## config.mk

```make
export PLATFORM = sky130hd
export DESIGN_NAME = pin_event_interrupt_logic
export DESIGN_NICKNAME = d
export VERILOG_FILES = /design/src/hw/pin_event_pkg.sv /design/src/hw/line_sync.sv /design/src/hw/wake_sampler.sv /design/src/hw/pin_event_interrupt_logic.sv
export SDC_FILE = /design/constraint.sdc
export NUM_CORES = 1
export LEC_CHECK = 0
export BUFFER_PORTS_ARGS = -buffer_cell sky130_fd_sc_hd__buf_2
export CORE_ASPECT_RATIO = 0.6
export CORE_UTILIZATION = 55
export CTS_CLUSTER_SIZE = 10
export DETAILED_ROUTE_END_ITERATION = 6
export PLACE_DENSITY_LB_ADDON = 0.08
export SLEW_MARGIN = 40
export SYNTH_ARGS = -nofsm -noshare
export SYNTH_HDL_FRONTEND = slang
export SYNTH_HIERARCHICAL = 1
export SYNTH_SLANG_ARGS = --single-unit
```

## constraint.sdc

```tcl
create_clock -name CLK_IN -period 2.83 [get_ports CLK_IN]
set_input_delay 0 -clock CLK_IN [delete_from_list [all_inputs] [get_ports CLK_IN]]
set_output_delay 0 -clock CLK_IN [all_outputs]
set_load 0.02 [all_outputs]
```

## src/hw/pin_event_pkg.sv

```systemverilog
// shared types and constants for the pin event interrupt logic
package pin_event_pkg;

   // external line sense codes (sense bit1, sense bit0)
   localparam logic [1:0] SENSE_LOW     = 2'h0;
   localparam logic [1:0] SENSE_CHANGE  = 2'h1;
   localparam logic [1:0] SENSE_FALLING = 2'h2;
   localparam logic [1:0] SENSE_RISING  = 2'h3;

   // reset values
   localparam logic       EXT_FLAG_RESET    = 1'b0;
   localparam logic       PINCHG_FLAG_RESET = 1'b0;
   localparam logic [7:0] SYNC_RESET        = 8'hff;

   // port A monitored line positions
   localparam int PA_LINE3 = 3;
   localparam int PA_LINE6 = 6;
   localparam int PA_LINE7 = 7;

   // serial wire mode codes (hi, lo)
   localparam logic [1:0] WIRE_MODE_THREE = 2'h1;

   // compare mode plus pwm code that selects the inverted output
   localparam logic [2:0] CMP_PWM_INV_OUT = 3'h3;

   // pll fuse plus clock select fuse codes
   localparam logic [4:0] CLK_LINE4_EXACT = 5'h10;
   localparam logic [4:0] CLK_LINE4_LOW   = 5'h15;
   localparam logic [4:0] CLK_LINE5_LOW   = 5'h19;

   // external interrupt enable plus sense bits that claim line 6
   localparam logic [2:0] EXT_CLAIM_CODE = 3'h4;
   localparam logic [1:0] T0_EXT_CLOCK   = 2'h3;

   // wake-up needs this many agreeing watchdog samples
   localparam int WAKE_SAMPLES = 2;

   // alternate function control bits gathered together
   typedef struct packed {
      logic       analog_ref_select;
      logic       comparator_disable;
      logic       serial_wire_mode_hi;
      logic       serial_wire_mode_lo;
      logic       chan_a_compare_mode_hi;
      logic       chan_a_compare_mode_lo;
      logic       chan_a_pwm_en;
      logic       chan_b_compare_mode_hi;
      logic       chan_b_compare_mode_lo;
      logic       chan_b_pwm_en;
      logic       pll_clock_fuse;
      logic [3:0] clock_select_fuses;
      logic       t0_clock_sel2;
      logic       t0_clock_sel1;
      logic       reset_pin_disable_fuse;
   } alt_ctrl_t;

   // external line configuration from the processor control register
   typedef struct packed {
      logic       ext_irq_en;
      logic [1:0] sense;
   } ext_cfg_t;

endpackage

```

## src/hw/line_sync.sv

```systemverilog
// two flip-flop synchroniser with change detection per line
`timescale 1ns/1ps
`default_nettype none
module line_sync
#(
   parameter int WIDTH = 8
)
(
   input  wire logic             clk_in,
   input  wire logic             rst_b_in,
   input  wire logic [WIDTH-1:0] line_in,
   output logic      [WIDTH-1:0] level_out,
   output logic      [WIDTH-1:0] changed_out
);

   logic [WIDTH-1:0] meta_r;
   logic [WIDTH-1:0] sync_r;
   logic [WIDTH-1:0] prev_r;

   if (WIDTH < 1)
   begin : g_bad_width
      $error("line_sync: WIDTH must be at least 1");
   end

   always_ff @(posedge clk_in or negedge rst_b_in)
   begin
      if (!rst_b_in)
      begin
         meta_r <= {WIDTH{1'b1}};
         sync_r <= {WIDTH{1'b1}};
         prev_r <= {WIDTH{1'b1}};
      end
      else
      begin
         meta_r <= line_in;
         sync_r <= meta_r;
         prev_r <= sync_r;
      end
   end

   assign level_out   = sync_r;
   assign changed_out = sync_r ^ prev_r;

endmodule
`default_nettype wire

```

## src/hw/wake_sampler.sv

```systemverilog
// wake-up level qualifier sampled on watchdog oscillator ticks
`timescale 1ns/1ps
`default_nettype none
module wake_sampler
#(
   parameter int SAMPLES = pin_event_pkg::WAKE_SAMPLES
)
(
   input  wire logic clk_in,
   input  wire logic rst_b_in,
   input  wire logic wdt_tick_in,
   input  wire logic armed_in,
   input  wire logic level_ok_in,
   output logic      wake_out
);

   localparam int CW = $clog2(SAMPLES + 1);

   logic [CW-1:0] count_r;
   logic          wake_r;

   if (SAMPLES < 1)
   begin : g_bad_samples
      $error("wake_sampler: SAMPLES must be at least 1");
   end

   // consecutive tick samples at required level
   always_ff @(posedge clk_in or negedge rst_b_in)
   begin
      if (!rst_b_in)
      begin
         count_r <= '0;
      end
      else if (!armed_in)
      begin
         count_r <= '0;
      end
      else if (wdt_tick_in)
      begin
         if (!level_ok_in)
         begin
            count_r <= '0;
         end
         else if (count_r != CW'(SAMPLES))
         begin
            count_r <= count_r + CW'(1);
         end
      end
   end

   always_ff @(posedge clk_in or negedge rst_b_in)
   begin
      if (!rst_b_in)
      begin
         wake_r <= 1'b0;
      end
      else
      begin
         wake_r <= armed_in && (count_r == CW'(SAMPLES));
      end
   end

   assign wake_out = wake_r;

endmodule
`default_nettype wire

```

## src/hw/pin_event_interrupt_logic.sv

```systemverilog
// external line and pin change interrupt request logic
`timescale 1ns/1ps
`default_nettype none
module pin_event_interrupt_logic
(
   input  wire logic                     CLK_IN,
   input  wire logic                     RST_B_IN,
   input  wire logic [7:0]               PORT_A_IN,
   input  wire logic [7:0]               PORT_B_IN,
   input  wire logic                     EXT_IRQ_LINE_IN,
   input  wire pin_event_pkg::ext_cfg_t  EXT_CFG_IN,
   input  wire logic                     PINCHG_UPPER_GROUP_EN_IN,
   input  wire logic                     PINCHG_LOWER_GROUP_EN_IN,
   input  wire pin_event_pkg::alt_ctrl_t ALT_CTRL_IN,
   input  wire logic                     EXT_FLAG_CLEAR_IN,
   input  wire logic                     EXT_VECTOR_TAKEN_IN,
   input  wire logic                     PINCHG_FLAG_CLEAR_IN,
   input  wire logic                     PINCHG_VECTOR_TAKEN_IN,
   input  wire logic                     SLEEP_IN,
   input  wire logic                     WDT_TICK_IN,
   output logic                          EXT_FLAG_OUT,
   output logic                          EXT_IRQ_REQ_OUT,
   output logic                          PINCHG_FLAG_OUT,
   output logic                          PINCHG_IRQ_REQ_OUT,
   output logic                          WAKE_OUT
);

   ////////////////////////////////////////////////////////////////////////////
   // elaboration checks on shared constants

   if (pin_event_pkg::PA_LINE3 > 7 || pin_event_pkg::PA_LINE6 > 7
       || pin_event_pkg::PA_LINE7 > 7)
   begin : g_bad_line
      $error("pin_event_interrupt_logic: port A line position out of range");
   end

   if (pin_event_pkg::WAKE_SAMPLES < 1)
   begin : g_bad_wake
      $error("pin_event_interrupt_logic: wake needs at least one sample");
   end

   ////////////////////////////////////////////////////////////////////////////
   // synchronised lines

   logic [7:0] a_level;
   logic [7:0] a_changed;
   logic [7:0] b_level;
   logic [7:0] b_changed;
   logic [7:0] ext_level_vec;
   logic [7:0] ext_changed_vec;
   logic       ext_level;
   logic       ext_changed;
   logic       ext_level_prev;

   line_sync #(.WIDTH(8)) sync_port_a
   (
      .clk_in      (CLK_IN),
      .rst_b_in    (RST_B_IN),
      .line_in     (PORT_A_IN),
      .level_out   (a_level),
      .changed_out (a_changed)
   );

   line_sync #(.WIDTH(8)) sync_port_b
   (
      .clk_in      (CLK_IN),
      .rst_b_in    (RST_B_IN),
      .line_in     (PORT_B_IN),
      .level_out   (b_level),
      .changed_out (b_changed)
   );

   line_sync #(.WIDTH(8)) sync_ext
   (
      .clk_in      (CLK_IN),
      .rst_b_in    (RST_B_IN),
      .line_in     ({7'h7f, EXT_IRQ_LINE_IN}),
      .level_out   (ext_level_vec),
      .changed_out (ext_changed_vec)
   );

   assign ext_level      = ext_level_vec[0];
   assign ext_changed    = ext_changed_vec[0];
   assign ext_level_prev = ext_level ^ ext_changed;

   ////////////////////////////////////////////////////////////////////////////
   // synchronised watchdog tick

   logic wdt_meta_r;
   logic wdt_sync_r;
   logic wdt_prev_r;
   logic wdt_tick;

   always_ff @(posedge CLK_IN or negedge RST_B_IN)
   begin
      if (!RST_B_IN)
      begin
         wdt_meta_r <= 1'b0;
         wdt_sync_r <= 1'b0;
         wdt_prev_r <= 1'b0;
      end
      else
      begin
         wdt_meta_r <= WDT_TICK_IN;
         wdt_sync_r <= wdt_meta_r;
         wdt_prev_r <= wdt_sync_r;
      end
   end

   assign wdt_tick = wdt_sync_r && !wdt_prev_r;

   ////////////////////////////////////////////////////////////////////////////
   // external line event selection

   logic ext_event;
   logic ext_level_req;
   logic ext_level_mode;
   logic ext_fall;
   logic ext_rise;

   assign ext_level_mode = (EXT_CFG_IN.sense == pin_event_pkg::SENSE_LOW);
   // previous sample high means the change was a falling edge
   assign ext_fall       = ext_changed && ext_level_prev;
   assign ext_rise       = ext_changed && !ext_level_prev;

   always_comb
   begin
      // the line is read back from the pin, so driving it as output still counts
      case (EXT_CFG_IN.sense)
         pin_event_pkg::SENSE_LOW:     ext_event = !ext_level;
         pin_event_pkg::SENSE_CHANGE:  ext_event = ext_changed;
         pin_event_pkg::SENSE_FALLING: ext_event = ext_fall;
         default:                      ext_event = ext_rise;
      endcase
   end

   // level mode requests directly while low
   assign ext_level_req = EXT_CFG_IN.ext_irq_en && ext_level_mode && !ext_level;

   ////////////////////////////////////////////////////////////////////////////
   // external flag

   logic ext_flag_r;
   logic ext_clear;

   // software write-one or vector entry
   assign ext_clear = EXT_FLAG_CLEAR_IN || EXT_VECTOR_TAKEN_IN;

   always_ff @(posedge CLK_IN or negedge RST_B_IN)
   begin
      if (!RST_B_IN)
      begin
         ext_flag_r <= pin_event_pkg::EXT_FLAG_RESET;
      end
      else if (ext_level_mode)
      begin
         // flag reads cleared in level mode
         ext_flag_r <= 1'b0;
      end
      else if (ext_event)
      begin
         ext_flag_r <= 1'b1;
      end
      else if (ext_clear)
      begin
         ext_flag_r <= 1'b0;
      end
   end

   ////////////////////////////////////////////////////////////////////////////
   // alternate function masks

   logic [7:0]  b_mask;
   logic [7:0]  a_mask;
   logic [1:0]  wire_mode;
   logic [4:0]  clk_fuses;
   logic [2:0]  chan_a_code;
   logic [2:0]  chan_b_code;
   logic [2:0]  ext_claim;
   logic        two_wire;
   logic        three_wire;
   logic        chan_a_inv_out;
   logic        chan_b_inv_out;
   logic        chan_a_out;
   logic        chan_b_out;
   logic        xtal_in_clock;
   logic        xtal_out_clock;
   logic        ext_claims_line;
   logic        t0_ext_clock;

   assign wire_mode   = {ALT_CTRL_IN.serial_wire_mode_hi, ALT_CTRL_IN.serial_wire_mode_lo};
   assign clk_fuses   = {ALT_CTRL_IN.pll_clock_fuse, ALT_CTRL_IN.clock_select_fuses};
   assign chan_a_code = {ALT_CTRL_IN.chan_a_compare_mode_hi, ALT_CTRL_IN.chan_a_compare_mode_lo,
                         ALT_CTRL_IN.chan_a_pwm_en};
   assign chan_b_code = {ALT_CTRL_IN.chan_b_compare_mode_hi, ALT_CTRL_IN.chan_b_compare_mode_lo,
                         ALT_CTRL_IN.chan_b_pwm_en};
   assign ext_claim   = {EXT_CFG_IN.ext_irq_en, EXT_CFG_IN.sense};

   assign two_wire        = ALT_CTRL_IN.serial_wire_mode_hi;
   assign three_wire      = (wire_mode == pin_event_pkg::WIRE_MODE_THREE);
   assign chan_a_inv_out  = (chan_a_code == pin_event_pkg::CMP_PWM_INV_OUT);
   assign chan_b_inv_out  = (chan_b_code == pin_event_pkg::CMP_PWM_INV_OUT);
   assign chan_a_out      = ALT_CTRL_IN.chan_a_compare_mode_hi
                            || ALT_CTRL_IN.chan_a_compare_mode_lo;
   assign chan_b_out      = ALT_CTRL_IN.chan_b_compare_mode_hi
                            || ALT_CTRL_IN.chan_b_compare_mode_lo;
   assign xtal_in_clock   = (clk_fuses == pin_event_pkg::CLK_LINE4_EXACT)
                            || (clk_fuses >= pin_event_pkg::CLK_LINE4_LOW);
   assign xtal_out_clock  = (clk_fuses >= pin_event_pkg::CLK_LINE5_LOW);
   assign ext_claims_line = (ext_claim == pin_event_pkg::EXT_CLAIM_CODE);
   assign t0_ext_clock    = ({ALT_CTRL_IN.t0_clock_sel2, ALT_CTRL_IN.t0_clock_sel1}
                             == pin_event_pkg::T0_EXT_CLOCK);

   always_comb
   begin
      a_mask = 8'h00;
      a_mask[pin_event_pkg::PA_LINE3] = ALT_CTRL_IN.analog_ref_select;
      a_mask[pin_event_pkg::PA_LINE6] = !ALT_CTRL_IN.comparator_disable;
      a_mask[pin_event_pkg::PA_LINE7] = !ALT_CTRL_IN.comparator_disable;
   end

   // each condition alone claims the line
   always_comb
   begin
      b_mask[0] = two_wire || three_wire || chan_a_inv_out;
      b_mask[1] = three_wire || chan_a_out;
      b_mask[2] = two_wire || three_wire || chan_b_inv_out;
      b_mask[3] = chan_b_out;
      b_mask[4] = xtal_in_clock;
      b_mask[5] = xtal_out_clock;
      b_mask[6] = ext_claims_line || t0_ext_clock;
      b_mask[7] = ALT_CTRL_IN.reset_pin_disable_fuse;
   end

   ////////////////////////////////////////////////////////////////////////////
   // pin change event gathering

   logic [7:0] b_group_en;
   logic [7:0] a_group_en;
   logic [7:0] b_hit;
   logic [7:0] a_hit;
   logic       pinchg_event;

   // upper group: B7-4 and A7, A6, A3; lower group: B3-0
   assign b_group_en = {{4{PINCHG_UPPER_GROUP_EN_IN}}, {4{PINCHG_LOWER_GROUP_EN_IN}}};

   always_comb
   begin
      a_group_en = 8'h00;
      a_group_en[pin_event_pkg::PA_LINE3] = PINCHG_UPPER_GROUP_EN_IN;
      a_group_en[pin_event_pkg::PA_LINE6] = PINCHG_UPPER_GROUP_EN_IN;
      a_group_en[pin_event_pkg::PA_LINE7] = PINCHG_UPPER_GROUP_EN_IN;
   end

   genvar gi;
   generate
      for (gi = 0; gi < 8; gi++)
      begin : g_hit
         // sampled pin level includes lines the device drives itself
         assign b_hit[gi] = b_changed[gi] && b_group_en[gi] && !b_mask[gi];
         assign a_hit[gi] = a_changed[gi] && a_group_en[gi] && !a_mask[gi];
      end
   endgenerate

   // independent of the external line flag, so one edge can set both
   assign pinchg_event = |{b_hit, a_hit};

   ////////////////////////////////////////////////////////////////////////////
   // pin change flag

   logic pinchg_flag_r;
   logic pinchg_clear;

   // software write-one or vector entry
   assign pinchg_clear = PINCHG_FLAG_CLEAR_IN || PINCHG_VECTOR_TAKEN_IN;

   always_ff @(posedge CLK_IN or negedge RST_B_IN)
   begin
      if (!RST_B_IN)
      begin
         pinchg_flag_r <= pin_event_pkg::PINCHG_FLAG_RESET;
      end
      else if (pinchg_event)
      begin
         pinchg_flag_r <= 1'b1;
      end
      else if (pinchg_clear)
      begin
         pinchg_flag_r <= 1'b0;
      end
   end

   ////////////////////////////////////////////////////////////////////////////
   // wake-up qualification

   logic wake_armed;
   logic wake_level_ok;

   assign wake_armed    = SLEEP_IN && EXT_CFG_IN.ext_irq_en;
   assign wake_level_ok = ext_level_mode ? !ext_level : ext_flag_r;

   wake_sampler #(.SAMPLES(pin_event_pkg::WAKE_SAMPLES)) wake_qual
   (
      .clk_in      (CLK_IN),
      .rst_b_in    (RST_B_IN),
      .wdt_tick_in (wdt_tick),
      .armed_in    (wake_armed),
      .level_ok_in (wake_level_ok),
      .wake_out    (WAKE_OUT)
   );

   ////////////////////////////////////////////////////////////////////////////
   // outputs

   assign EXT_FLAG_OUT       = ext_flag_r;
   assign EXT_IRQ_REQ_OUT    = (EXT_CFG_IN.ext_irq_en && ext_flag_r) || ext_level_req;
   assign PINCHG_FLAG_OUT    = pinchg_flag_r;
   assign PINCHG_IRQ_REQ_OUT = pinchg_flag_r
                               && (PINCHG_UPPER_GROUP_EN_IN || PINCHG_LOWER_GROUP_EN_IN);

endmodule
`default_nettype wire

```

==> metrics <==
outcome finished clean; Critical Path RT around 3000 ps; wire length per cell ~12 µm; synthesized area 1600 µm²; worst min path class in2reg; GR Util met3 0.0698; H-tree depth 2; hpwl dp 1.85 mm; CTS tree done; synthesized area per cell between 10 and 15 µm²; critical path class reg2reg; routed vias 1070; vias in the first global route roughly 1.1k; synth-to-layout area growth 32.3%; placed cells 187; drt first pass iters 4; worst slew pin tran 500 ps; clk_skew between 4 and 5 ps; GRT overflow 0; Tmin final around 1700 ps; Slew headroom 0.667; total CTS buffers 5; Final Hold Viols 0; die height 43.8 µm; worst skew pair latency 280 ps; Post-Synthesis Cells ~110; gr usage total 0.186; PwrDens ~570 nW/µm²; drt initial violations 16; drt total wl about 2.6 mm; ANT cells 0; met2 Usage GRT 0.336; share of post-route cells with drive strength above 1 0.522; CP Capture Type flop; Final setup viols 0; Warnings, synthesis 6; Max IR drop VDD ~0.33 mV; largest net degree at the start of global routing 45; Crit Path Max Fanout 2; Setup Buffers After CTS 0; initial core utilization 0.610; PortBufs between 40 and 50; synthesized net count 157; Core Footprint approximately 2600 µm²; Static Leak 0.946 nW; Max Cap Viol 0; Std-Cell Rows 14; Final Max Tran Viols 0; GRT busiest layer met2; Longest Clk Path Bufs 2; GP Congestion between 0.8 and 0.9; post-CTS resize count 0; Root Buffer clkbuf_8; IO Pins between 50 and 60; Critical Path AT ~1800 ps; post-route setup TNS 0 ps; RSZ-0062 raised after global routing false; startpoint class of the critical path flop; final non-filler cell total 210; antenna violations before repair 0; Die Width between 70 and 80 µm; clock sink total 44; CTS clk-pin slew, worst paths 70 ps; # hold bufs at CTS 15; die area 3140 µm²; first-pass GRT wire length ~4.2 mm; total power around 1.2 mW; met1 usage 0.209; Layout Nets around 230; vias per cell 5.10; crit share post-route 0.589; DRC errors left 0; Routed Antenna Nets 0; Max Clk Rate 600 MHz
==> critical path, cell delays in order (launching register included) <==
cell	delay [ps]
dfstp_2	540
xor2_1	60
o21a_1	200
a211o_1	270
nor4_1	370
o21ai_1	120
==> state kept, by name, summed over array words and instances (netlist names), 2 cells and up <==
name                   flops
sync_port_a/prev_r         3
sync_port_a/meta_r         3
sync_port_b/level_out      8
sync_port_a/level_out      3
wake_qual/count_r          2
sync_port_b/prev_r         8
sync_port_b/meta_r         8
==> worst paths after layout <==
path | startpoint | cells past startpoint | slack, ps | endpoint
worst max-delay path | sync_port_a/level_out[6] | 5 | 1160 | PINCHG_FLAG_OUT
max in group asynchronous | RST_B_IN | 2 | 2230 | sync_port_b/prev_r[0]
min in group asynchronous | RST_B_IN | 2 | 230 | EXT_FLAG_OUT
worst min register to register | sync_port_a/meta_r[7] | 0 | 360 | sync_port_a/level_out[7]
worst max register to register | sync_port_a/level_out[6] | 5 | 1160 | PINCHG_FLAG_OUT
worst min-delay path | EXT_VECTOR_TAKEN_IN | 3 | 9 | EXT_FLAG_OUT
==> placed cells by master, fill, tap and decap left out, types with 2 or more instances in the layout <==
cell type and n:
nand2_1 4, a21oi_1 3, nand2b_1 3, dfstp_2 36, xor2_1 12, o21a_1 3
nor3_1 2, nor2_1 3, buf_2 46, nor2b_1 2, dfrtp_1 8, o21ai_0 4
clkbuf_1 2, clkbuf_8 6, dlygate4sd3_1 15, inv_1 4
==> per-layer routing <==
layer  wire length (µm)  vias up
met3                118        5
met4                 27        0
met1               1170      525
li1                   -      515
met2               1280       25
met5                  0        -
==> metrics by stage <==
stage,setup slack [ps],hold slack [ps],area [µm²],utilization
floorplan,1370,-296,1600,-
global placement,1260,104,1880,0.714
detailed placement,1180,9.00,1880,0.715
CTS,1170,1.41,2120,0.807
global route,1100,12.1,2120,0.807
finish,1160,9.10,2120,0.807
==> power by group <==
group	internal (mW)	switching (mW)
logic	0.0673	0.0591
registers	0.682	0.0170
clock network	0.199	0.184
==> area by class of cell <==
class	instances	area, µm²
flip-flops and latches	44	1150
clock buffers	8	90.1
inverters	4	15.0
well taps	32	40.0
repair buffers	62	388
multi-input cells	60	440
fillers	164	508
(Power assumes the default switching activity.)
